`config.mk`:
```
export PLATFORM = sky130hd
export DESIGN_NAME = tlc_ctrl
export DESIGN_NICKNAME = d
export VERILOG_FILES = /design/src/pkg/tlc_pkg.sv /design/src/design/tlc_sync.sv /design/src/design/tlc_ctrl.sv
export SDC_FILE = /design/constraint.sdc
export NUM_CORES = 1
export LEC_CHECK = 0
export BUFFER_PORTS_ARGS = -buffer_cell sky130_fd_sc_hd__buf_2
export CAP_MARGIN = 20
export CORE_MARGIN = 10
export CORE_UTILIZATION = 40
export CTS_BUF_LIST = sky130_fd_sc_hd__clkbuf_4 sky130_fd_sc_hd__clkbuf_8
export CTS_CLUSTER_DIAMETER = 80
export CTS_CLUSTER_SIZE = 12
export DETAILED_ROUTE_END_ITERATION = 16
export PLACE_DENSITY_LB_ADDON = 0.3
export SETUP_SLACK_MARGIN = 0.02
export SYNTH_ARGS = -nofsm -noshare
export SYNTH_HDL_FRONTEND = slang
export SYNTH_SLANG_ARGS = --single-unit
```
`constraint.sdc`:
```
create_clock -name clk_sys -period 1.6 [get_ports clk_sys]
set_clock_uncertainty 0.1 [all_clocks]
set_input_delay 0.16 -clock clk_sys [delete_from_list [all_inputs] [get_ports clk_sys]]
set_output_delay 0.16 -clock clk_sys [all_outputs]
set_load 0.03 [all_outputs]
```
`src/pkg/tlc_pkg.sv`:
```
// Constants for the two-way tag store controller
package tlc_pkg;
  localparam int INDEX_W = 13;
  localparam int TAG_W = 4;
  localparam int CNT_W = 4;
  localparam int CLK_NS = 10;
  localparam int SYNC_STAGES = 2;
  // Pin timing in ns, cycle counts derived (least times round up)
  localparam int SETTLE_NS = 30;
  localparam int W_PULSE_NS = 30;
  localparam int RW_PULSE_NS = 30;
  localparam int RECOVER_NS = 20;
  localparam int SETTLE_CYC = (SETTLE_NS + CLK_NS - 1) / CLK_NS;
  localparam int LOOKUP_CYC = SETTLE_CYC + SYNC_STAGES;
  localparam int W_PULSE_CYC = (W_PULSE_NS + CLK_NS - 1) / CLK_NS;
  localparam int RW_PULSE_CYC = (RW_PULSE_NS + CLK_NS - 1) / CLK_NS;
  localparam int RECOVER_CYC = (RECOVER_NS + CLK_NS - 1) / CLK_NS;
  // Reset values of the pin drivers
  localparam logic [INDEX_W-1:0] INDEX_RST = 13'h0000;
  localparam logic [TAG_W-1:0] TAG_RST = 4'h0;
  localparam logic WAY1 = 1'b0;
  localparam logic WAY2 = 1'b1;
  typedef enum logic [2:0] {
    ST_IDLE, ST_SETTLE, ST_DECIDE, ST_RECENCY, ST_WRITE, ST_RECOVER
  } tlc_state_t;
endpackage

```
`src/design/tlc_sync.sv`:
```
// Two-flop synchroniser for pin inputs
`timescale 1ns/1ns
module tlc_sync #(
  parameter int WIDTH = 3
) (
  input wire logic clk_sys,
  input wire logic rst_n,
  input wire logic [WIDTH-1:0] d,
  output logic [WIDTH-1:0] q
);
  logic [WIDTH-1:0] meta_q;
  logic [WIDTH-1:0] meta_d;
  logic [WIDTH-1:0] q_d;

  if (WIDTH < 1) begin : g_chk
    $error("tlc_sync width must be at least 1");
  end

  // Next values
  always_comb begin
    meta_d = d;
    q_d = meta_q;
    if (!rst_n) begin
      meta_d = '0;
      q_d = '0;
    end
  end

  // Two stages, first read only by second
  always_ff @(posedge clk_sys) begin
    meta_q <= meta_d;
    q <= q_d;
  end
endmodule

```
`src/design/tlc_ctrl.sv`:
```
// Cache controller driving a two-way tag comparator with recency store
// Overview of operation
// - Controller never rewrites the tag on a hit.
// - On a filling miss, data goes to the way replace_way names.
// - On a write hit, data way follows the hit output that is high.
// - Cascaded slices need wire-ANDed hit outputs for recency writes.
`timescale 1ns/1ns
module tlc_ctrl
  import tlc_pkg::*;
(
  input wire logic clk_sys,
  input wire logic rst_n,
  // User side
  input wire logic req_valid,
  input wire logic req_fill,
  input wire logic [tlc_pkg::INDEX_W-1:0] req_index,
  input wire logic [tlc_pkg::TAG_W-1:0] req_tag,
  output logic req_ready,
  output logic rsp_valid,
  output logic rsp_hit,
  output logic rsp_way,
  output logic rsp_written,
  // Device pins
  output logic [tlc_pkg::INDEX_W-1:0] index_lines,
  output logic [tlc_pkg::TAG_W-1:0] tag_lines_o,
  output logic tag_lines_oe,
  input wire logic [tlc_pkg::TAG_W-1:0] tag_lines_i,
  output logic select_n,
  output logic write_strobe_n,
  output logic recency_write_n,
  input wire logic way1_hit,
  input wire logic way2_hit,
  input wire logic replace_way
);
  import tlc_pkg::*;

  ////////////////////////////////////////////////////////////////////////////
  // Elaboration checks
  if (LOOKUP_CYC > (1 << CNT_W) || W_PULSE_CYC > (1 << CNT_W) ||
      RW_PULSE_CYC > (1 << CNT_W) || RECOVER_CYC > (1 << CNT_W)) begin : g_chk
    $error("tlc_ctrl timing count exceeds counter width");
  end

  ////////////////////////////////////////////////////////////////////////////
  // Pin input synchronisers
  logic [2:0] pins_s;
  logic h1_s;
  logic h2_s;
  logic rw_s;

  // Cascaded slices arrive already wire-ANDed, one hit input per way
  tlc_sync #(.WIDTH(3)) u_sync (
    .clk_sys(clk_sys),
    .rst_n(rst_n),
    .d({replace_way, way2_hit, way1_hit}),
    .q(pins_s)
  );

  // Synchronised pin levels
  assign h1_s = pins_s[0];
  assign h2_s = pins_s[1];
  assign rw_s = pins_s[2];

  function automatic logic [CNT_W-1:0] cnt_load(input int cyc);
    cnt_load = CNT_W'(cyc - 1);
  endfunction

  ////////////////////////////////////////////////////////////////////////////
  // Sequencer state
  tlc_state_t st_q, st_d;
  logic [CNT_W-1:0] cnt_q, cnt_d;
  logic [INDEX_W-1:0] index_q, index_d;
  logic [TAG_W-1:0] tag_q, tag_d;
  logic sel_n_q, sel_n_d;
  logic ws_n_q, ws_n_d;
  logic rwr_n_q, rwr_n_d;
  logic fill_q, fill_d;
  logic ready_q, ready_d;
  logic rv_q, rv_d;
  logic hit_q, hit_d;
  logic way_q, way_d;
  logic wr_q, wr_d;

  // Next-state and pin sequencing
  always_comb begin
    st_d = st_q;
    cnt_d = cnt_q;
    index_d = index_q;
    tag_d = tag_q;
    sel_n_d = sel_n_q;
    ws_n_d = ws_n_q;
    rwr_n_d = rwr_n_q;
    fill_d = fill_q;
    ready_d = ready_q;
    rv_d = 1'b0;
    hit_d = hit_q;
    way_d = way_q;
    wr_d = wr_q;
    case (st_q)
      ST_IDLE: begin
        if (req_valid && ready_q) begin
          // Apply index, tag and select together on the same edge
          index_d = req_index;
          tag_d = req_tag;
          fill_d = req_fill;
          sel_n_d = 1'b0;
          ready_d = 1'b0;
          cnt_d = cnt_load(LOOKUP_CYC);
          st_d = ST_SETTLE;
        end
      end
      ST_SETTLE: begin
        // Wait for comparator delay plus synchroniser
        if (cnt_q == '0) begin
          st_d = ST_DECIDE;
        end else begin
          cnt_d = cnt_q - 1'b1;
        end
      end
      ST_DECIDE: begin
        hit_d = h1_s | h2_s;
        wr_d = 1'b0;
        if (h1_s || h2_s) begin
          way_d = h1_s ? WAY1 : WAY2;
          rwr_n_d = 1'b0;
          cnt_d = cnt_load(RW_PULSE_CYC);
          st_d = ST_RECENCY;
        end else if (fill_q) begin
          // Replace way sampled before the strobe falls
          way_d = rw_s;
          wr_d = 1'b1;
          ws_n_d = 1'b0;
          cnt_d = cnt_load(W_PULSE_CYC);
          st_d = ST_WRITE;
        end else begin
          way_d = rw_s;
          sel_n_d = 1'b1;
          cnt_d = cnt_load(RECOVER_CYC);
          st_d = ST_RECOVER;
        end
      end
      ST_RECENCY: begin
        // Recency pulse, hit outputs held by steady inputs
        if (cnt_q == '0) begin
          rwr_n_d = 1'b1;
          sel_n_d = 1'b1;
          cnt_d = cnt_load(RECOVER_CYC);
          st_d = ST_RECOVER;
        end else begin
          cnt_d = cnt_q - 1'b1;
        end
      end
      ST_WRITE: begin
        // Single strobe low period, select stays low
        if (cnt_q == '0) begin
          ws_n_d = 1'b1;
          sel_n_d = 1'b1;
          cnt_d = cnt_load(RECOVER_CYC);
          st_d = ST_RECOVER;
        end else begin
          cnt_d = cnt_q - 1'b1;
        end
      end
      ST_RECOVER: begin
        if (cnt_q == '0) begin
          rv_d = 1'b1;
          ready_d = 1'b1;
          st_d = ST_IDLE;
        end else begin
          cnt_d = cnt_q - 1'b1;
        end
      end
      default: begin
        st_d = ST_IDLE;
        sel_n_d = 1'b1;
        ws_n_d = 1'b1;
        rwr_n_d = 1'b1;
        ready_d = 1'b1;
      end
    endcase
    if (!rst_n) begin
      st_d = ST_IDLE;
      cnt_d = '0;
      index_d = INDEX_RST;
      tag_d = TAG_RST;
      sel_n_d = 1'b1;
      ws_n_d = 1'b1;
      rwr_n_d = 1'b1;
      fill_d = 1'b0;
      ready_d = 1'b1;
      rv_d = 1'b0;
      hit_d = 1'b0;
      way_d = WAY1;
      wr_d = 1'b0;
    end
  end

  // Registers
  always_ff @(posedge clk_sys) begin
    st_q <= st_d;
    cnt_q <= cnt_d;
    index_q <= index_d;
    tag_q <= tag_d;
    sel_n_q <= sel_n_d;
    ws_n_q <= ws_n_d;
    rwr_n_q <= rwr_n_d;
    fill_q <= fill_d;
    ready_q <= ready_d;
    rv_q <= rv_d;
    hit_q <= hit_d;
    way_q <= way_d;
    wr_q <= wr_d;
  end

  // Outputs straight from flops; tag lines always driven by us
  assign index_lines = index_q;
  assign tag_lines_o = tag_q;
  assign tag_lines_oe = 1'b1;
  assign select_n = sel_n_q;
  assign write_strobe_n = ws_n_q;
  assign recency_write_n = rwr_n_q;
  assign req_ready = ready_q;
  assign rsp_valid = rv_q;
  assign rsp_hit = hit_q;
  assign rsp_way = way_q;
  assign rsp_written = wr_q;
endmodule

```
==> results.yml, run 1 <==
placement:
  hpwl_um: 3210
  dp_slack_ns: 0.0177
  dp_cells: 308
  place_area_um2: 2110
  port_buffers: 48
  gp_congestion: 0.875
floorplanning:
  die_area_um2: 7290
  die_h_um: 85.4
  die_w_um: 85.4
  ioPinCount: 54
  rows: 23
  initial_core_util_pct: 42.2
  core_area_um2: 4060
detailed_routing:
  first_iter_violations: 79
  wl_per_cell_um: 13.5
  drc: 0
  viasPerCell: 4.91
  wirelength_um: 4510
  first_pass_iters: 4
  antenna_left: 0
  vias: 1646
setup_path:
  path_cells: "inv_2, ha_1, nor2b_1, a311oi_2, a211oi_1, o31a_1"
  crit_path_max_incr_delay_ns: 0.34
  r2r_start: "cnt_q[0]"
  cp_slowest_cell: "dfxtp_2"
  r2r_cells: 6
  critPathTopFamily: "compound AO/OA/AOI/OAI gates"
  cp.required_ns: 1.69
  worstPathArrival_ns: 1.67
  endpoint_kind: "flip-flop"
  reg2reg_setup_slack_ns: 0.02
  r2r-end: "cnt_q[2]"
  crit_type: "flip-flop to flip-flop"
  path_buf_inv: 1
  start_kind: "flip-flop"
  path_max_fanout: 2
finish:
  final_area_um2: 2420
  area_growth_pct: 41.3
  n_fill_cell: 344
  final_common_cell: "buf_2"
  utilization_pct: 59.6
  fin_nets: 315
  finalNonFillerCells: 335
  drive_above_1_share_pct: 32.6
  n_antenna_cell: 0
  final_cell_mix: "48 x buf_2, 47 x nand2_1, 34 x dfxtp_1"
timing:
  hold_ws_ns: 0.00964
  max_freq_mhz: 633
  fin_setup_tns_ns: 0
  rsz0062_at_grt: "yes"
  min_period_ns: 1.58
  fin_crit_sh_pct: 98.8
  setup_viol: 0
  finalWorstSetupSlack_ns: 0.0200
  finalHoldViolations: 0
  final-max-slew-violation-count: 0
clock_network:
  clock_path_buffers: 2
  cts_made_buffers: 5
  cts_sinks: 39
  htree_levels: 2
  root_buffer: "clkbuf_8"
  cts_tree: "built"
  clock_latency_ns: 0.30
  cts.clk_slew.worst_paths_ns: 0.08
min_path:
  hold_path_end: "tag_lines_o[0]"
  min-delay-start: "req_tag[0]"
  hold_path.class: "primary input to flip-flop"
  worstHoldPathCells: 3
global_route:
  antenna_found_initial: 0
  overflow: 0
  grt_pass1_wl_um: 7690
  grt_pass1_vias: 1678
  grt_max_degree: 17
  grt_util_all_layers_pct: 12.7
synthesis:
  yosys_warnings: 0
  synth-seq-cells: 39
  synth_cells: 201
  yosysSeqAreaShare_pct: 45.6
  syn_area_per_cell_um2: 8.51
  synth_area_um2: 1710
  synth_fp_nets: 231
  yosysUniqueCellTypes: 45
power:
  power_density_nw_per_um2: 1820
  power_mw: 4.41
  power.leakage_nw: 1.03
  vdd_drop_max_uv: 914
job:
  maxCapViolations: 0
run_status:
  status: "finished, final reports clean"
cell type report:
type / count / area [µm²] / share of cell area (%)
sequential: 39 / 787 / 32.6
timing repair buffer: 89 / 611 / 25.3
tap: 50 / 62.6 / 2.59
clock buffer: 6 / 82.6 / 3.42
clock inverter: 1 / 5.00 / 0.207
inverter: 5 / 18.8 / 0.776
multi-input combinational: 145 / 851 / 35.2
worst reg2reg max path: stages (launching register included):
cell and delay, ns:
dfxtp_2 0.34, inv_2 0.05, ha_1 0.20, nor2b_1 0.16, a311oi_2 0.25, a211oi_1 0.10
o31a_1 0.28
logic make-up (layout without fill, tap and decap cells):
group | count (synthesis) | after routing | synth area share (%)
AOI/OAI and AO/OA | 54 | 54 | 20.2
xor gates and xnor gates | 1 | 1 | 0.512
adders and majority gates | 2 | 2 | 1.46
buffers and inverters | 17 | 101 | 6.14
DFF | 39 | 39 | 45.6
other | 1 | 1 | 0.219
and+or+nand+nor | 87 | 87 | 25.8
worst max path at each step:
stage	cells past startpoint	endpoint	start	slack, ns
2_1_floorplan	6	cnt_q[2]	cnt_q[1]	0.03
3_3_place_gp	6	cnt_q[2]	cnt_q[0]	0.05
3_5_place_dp	6	cnt_q[2]	cnt_q[1]	0.02
4_1_cts	6	cnt_q[2]	cnt_q[0]	0.03
5_1_grt	6	cnt_q[2]	cnt_q[0]	-0.04
6_report	6	cnt_q[2]	cnt_q[0]	0.02
cell usage after synthesis (all sizes together):
| library cell | number | share of area (%) |
|---|---|---|
| o221ai | 1 | 0.51 |
| clkbuf | 3 | 0.66 |
| nor2b | 2 | 0.73 |
| or3 | 2 | 0.73 |
| dfxtp | 39 | 46 |
| a32oi | 1 | 0.51 |
| a221o | 1 | 0.59 |
| nor3b | 3 | 2.3 |
| o211ai | 2 | 0.88 |
| o31a | 3 | 1.5 |
| ha | 2 | 1.5 |
| nand4bb | 1 | 0.95 |
| o21ai | 6 | 1.8 |
| o2111ai | 1 | 0.51 |
| and2 | 7 | 2.7 |
| nand2b | 3 | 1.1 |
| o41ai | 1 | 0.51 |
| o21bai | 1 | 0.44 |
| clkinv | 1 | 0.22 |
| inv | 4 | 0.88 |
| o21a | 1 | 0.44 |
| nor3 | 9 | 2.9 |
| conb | 1 | 0.22 |
| nand3 | 2 | 0.88 |
| xnor2 | 1 | 0.51 |
| a21oi | 27 | 8.1 |
| a211oi | 3 | 1.3 |
| or3b | 2 | 1.0 |
| a31oi | 3 | 1.1 |
| and2b | 1 | 0.44 |
| nor2 | 8 | 1.8 |
| a311oi | 1 | 0.88 |
| nand2 | 47 | 10 |
| o32a | 1 | 0.59 |
| a211o | 1 | 0.51 |
| buf | 9 | 4.4 |
per-layer routing:
| layer | up-vias | global-route usage, % | wire length (µm) | part of all wire (%) |
|---|---|---|---|---|
| met1 | 746 | 14.8 | 2030 | 45 |
| li1 | 857 | - | - | - |
| met2 | 34 | 19.7 | 2140 | 47 |
| met3 | 9 | 5.35 | 251 | 5.6 |
| met4 | 0 | 5.69 | 88 | 2.0 |
| met5 | - | 0 | 0 | 0 |
power by group:
group          total, mW  internal [mW]  switching, mW
combinational       2.28           1.00           1.28
sequential          1.45           1.22          0.234
clock              0.677          0.338          0.339
what timing repair did:
action / 4_1_cts / 5_1_grt
endpoints found under the setup margin: 1 / 8
cloned: 0 / 0
hold buffers: 20 / 0
setup buffers: 0 / 0
hold endpoints to repair: 20 / 0
resized for setup: 1 / 4
pin swaps: 1 / 1
flip-flops by register name, summed over array words and instances, names as in the netlist:
signal,flops
index_lines,13
cnt_q,4
tag_lines_o,4
st_q,3
u_sync.meta_q,3
u_sync.q,3
fill_q,1
recency_write_n,1
req_ready,1
rsp_hit,1
rsp_valid,1
rsp_way,1
rsp_written,1
select_n,1
write_strobe_n,1
No activity file was read; power rests on OpenSTA's default activity.
==> run 2, diff against run 1 <==
--- a/config.mk
+++ b/config.mk
@@ -14,6 +14,7 @@
 export CTS_CLUSTER_SIZE = 12
 export DETAILED_ROUTE_END_ITERATION = 16
 export PLACE_DENSITY_LB_ADDON = 0.3
+export REMOVE_ABC_BUFFERS = 1
 export SETUP_SLACK_MARGIN = 0.02
 export SYNTH_ARGS = -nofsm -noshare
 export SYNTH_HDL_FRONTEND = slang
==> results.yml, run 2 (synthesized netlist as in run 1, its figures left out) <==
clock_network:
  clock_path_buffers: 2
  root_buffer: "clkbuf_8"
  cts_sinks: 39
  cts_made_buffers: 5
  clock_latency_ns: 0.29
  cts.clk_slew.worst_paths_ns: 0.07
  cts_tree: "built"
  htree_levels: 2
global_route:
  overflow: 0
  grt_pass1_vias: 1603
  grt_pass1_wl_um: 7670
  grt_util_all_layers_pct: 12.5
  antenna_found_initial: 0
  grt_max_degree: 19
detailed_routing:
  antenna_left: 0
  first_iter_violations: 50
  first_pass_iters: 4
  drc: 0
  wirelength_um: 4540
  viasPerCell: 4.96
  vias: 1660
  wl_per_cell_um: 13.5
placement:
  dp_slack_ns: -0.0961
  hpwl_um: 3210
  port_buffers: 48
  gp_congestion: 0.831
timing:
  finalWorstSetupSlack_ns: 0.0343
  setup_viol: 0
  finalHoldViolations: 0
  fin_crit_sh_pct: 97.9
  final-max-slew-violation-count: 0
  rsz0062_at_grt: "yes"
  min_period_ns: 1.57
  max_freq_mhz: 639
  hold_ws_ns: 0.0104
setup_path:
  crit_type: "flip-flop to flip-flop"
  r2r-end: "cnt_q[2]"
  path_max_fanout: 3
  critPathTopFamily: "compound AO/OA/AOI/OAI gates"
  r2r_cells: 6
  cp.required_ns: 1.68
  reg2reg_setup_slack_ns: 0.03
  start_kind: "flip-flop"
  crit_path_max_incr_delay_ns: 0.34
  path_buf_inv: 1
  r2r_start: "cnt_q[1]"
  path_cells: "inv_4, ha_4, nor3b_4, o32a_1, nor3b_2, o31a_1"
  worstPathArrival_ns: 1.65
  endpoint_kind: "flip-flop"
  cp_slowest_cell: "dfxtp_2"
power:
  p_sw_share_pct: 41.4
  power_switching_mw: 1.98
  p_seq_share_pct: 30.2
  cell_internal_pwr_mw: 2.80
  power_mw: 4.77
  p_clk_share_pct: 15.4
  power_density_nw_per_um2: 1910
  power.leakage_nw: 1.05
  p_comb_share_pct: 54.4
  vdd_drop_max_uv: 680
floorplanning:
  initial_core_util_pct: 42.2
  ioPinCount: 54
  die_area_um2: 7290
  die_w_um: 85.4
  die_h_um: 85.4
  core_area_um2: 4060
  rows: 23
run_status:
  status: "finished, final reports clean"
min_path:
  worstHoldPathCells: 3
  min-delay-start: "req_tag[3]"
  hold_path_end: "tag_lines_o[3]"
  hold_path.class: "primary input to flip-flop"
finish:
  n_antenna_cell: 0
  fin_nets: 314
  final_common_cell: "buf_2"
  largest_reg_flops: 13
  drive_above_1_share_pct: 36.5
  area_growth_pct: 46.3
  final_cell_mix: "48 x buf_2, 47 x nand2_1, 34 x dfxtp_1"
job:
  maxCapViolations: 0
-- run 2: changes by cell type in the layout (fill, tap and decap cells not counted), sizes merged --
cell,change
clkinv,-1
clkinvlp,+1
buf,+2
dlygate4sd3,-3
clkbuf,+1
-- run 2: worst reg2reg max path: stages, from the launching register on --
cell and delay [ns]:
dfxtp_2 0.34, inv_4 0.07, ha_4 0.13, nor3b_4 0.23, o32a_1 0.24, nor3b_2 0.06
o31a_1 0.29
-- run 2: what timing repair did --
action | 4_1_cts | 5_1_grt
setup endpoints to repair | 5 | 24
hold endpoints to repair | 17 | 0
hold buffers | 17 | 0
gates resized for setup | 10 | 16
pin swaps | 6 | 6
buffers inserted | 1 | 0
-- run 2: power groups by stage --
stage	Clock, mW	Sequential (mW)	Combinational, mW
after floorplan	0	1.73	1.10
after global placement	0	1.41	2.22
after detailed placement	0	1.42	2.24
after CTS	0.766	1.41	2.41
after global routing	0.800	1.48	2.87
final	0.736	1.44	2.60
-- run 2: area by class of cell --
class                           instances  area (µm²)
Timing Repair Buffer                   88         599
Sequential cell                        39         787
Inverter                                5        23.8
Multi-Input combinational cell        145         926
Clock buffer                            7        96.3
Fill cell                             338        1560
Tap cell                               50        62.6
Clock inverter                          1        7.51
-- run 2: worst max-delay path by stage --
stage          cells past startpoint        to     start
2_1_floorplan                      6  cnt_q[2]  cnt_q[0]
3_3_place_gp                       7  cnt_q[3]  cnt_q[1]
3_5_place_dp                       7  cnt_q[3]  cnt_q[1]
4_1_cts                            7  cnt_q[2]  cnt_q[1]
5_1_grt                            6  cnt_q[2]  cnt_q[1]
6_report                           6  cnt_q[2]  cnt_q[1]
-- run 2: through the flow --
| step | instance area, µm² | setup TNS (ns) | utilization (%) | instances |
|---|---|---|---|---|
| after floorplan | 1620 | -0.0906 | - | 189 |
| after global placement | 2100 | -0.0406 | 51.9 | 309 |
| after detailed placement | 2100 | -0.145 | 51.9 | 309 |
| after CTS | 2430 | 0 | 59.9 | 335 |
| after global routing | 2500 | -0.0802 | 61.7 | 335 |
| final | 2500 | 0 | 61.7 | 335 |
-- run 2: layer usage --
layer	vias to the layer above	global-route usage, %	wire, µm
met5	-	0	0
met4	0	4.49	48
met3	5	4.59	339
met2	51	20.0	2140
met1	745	14.9	2010
li1	859	-	-
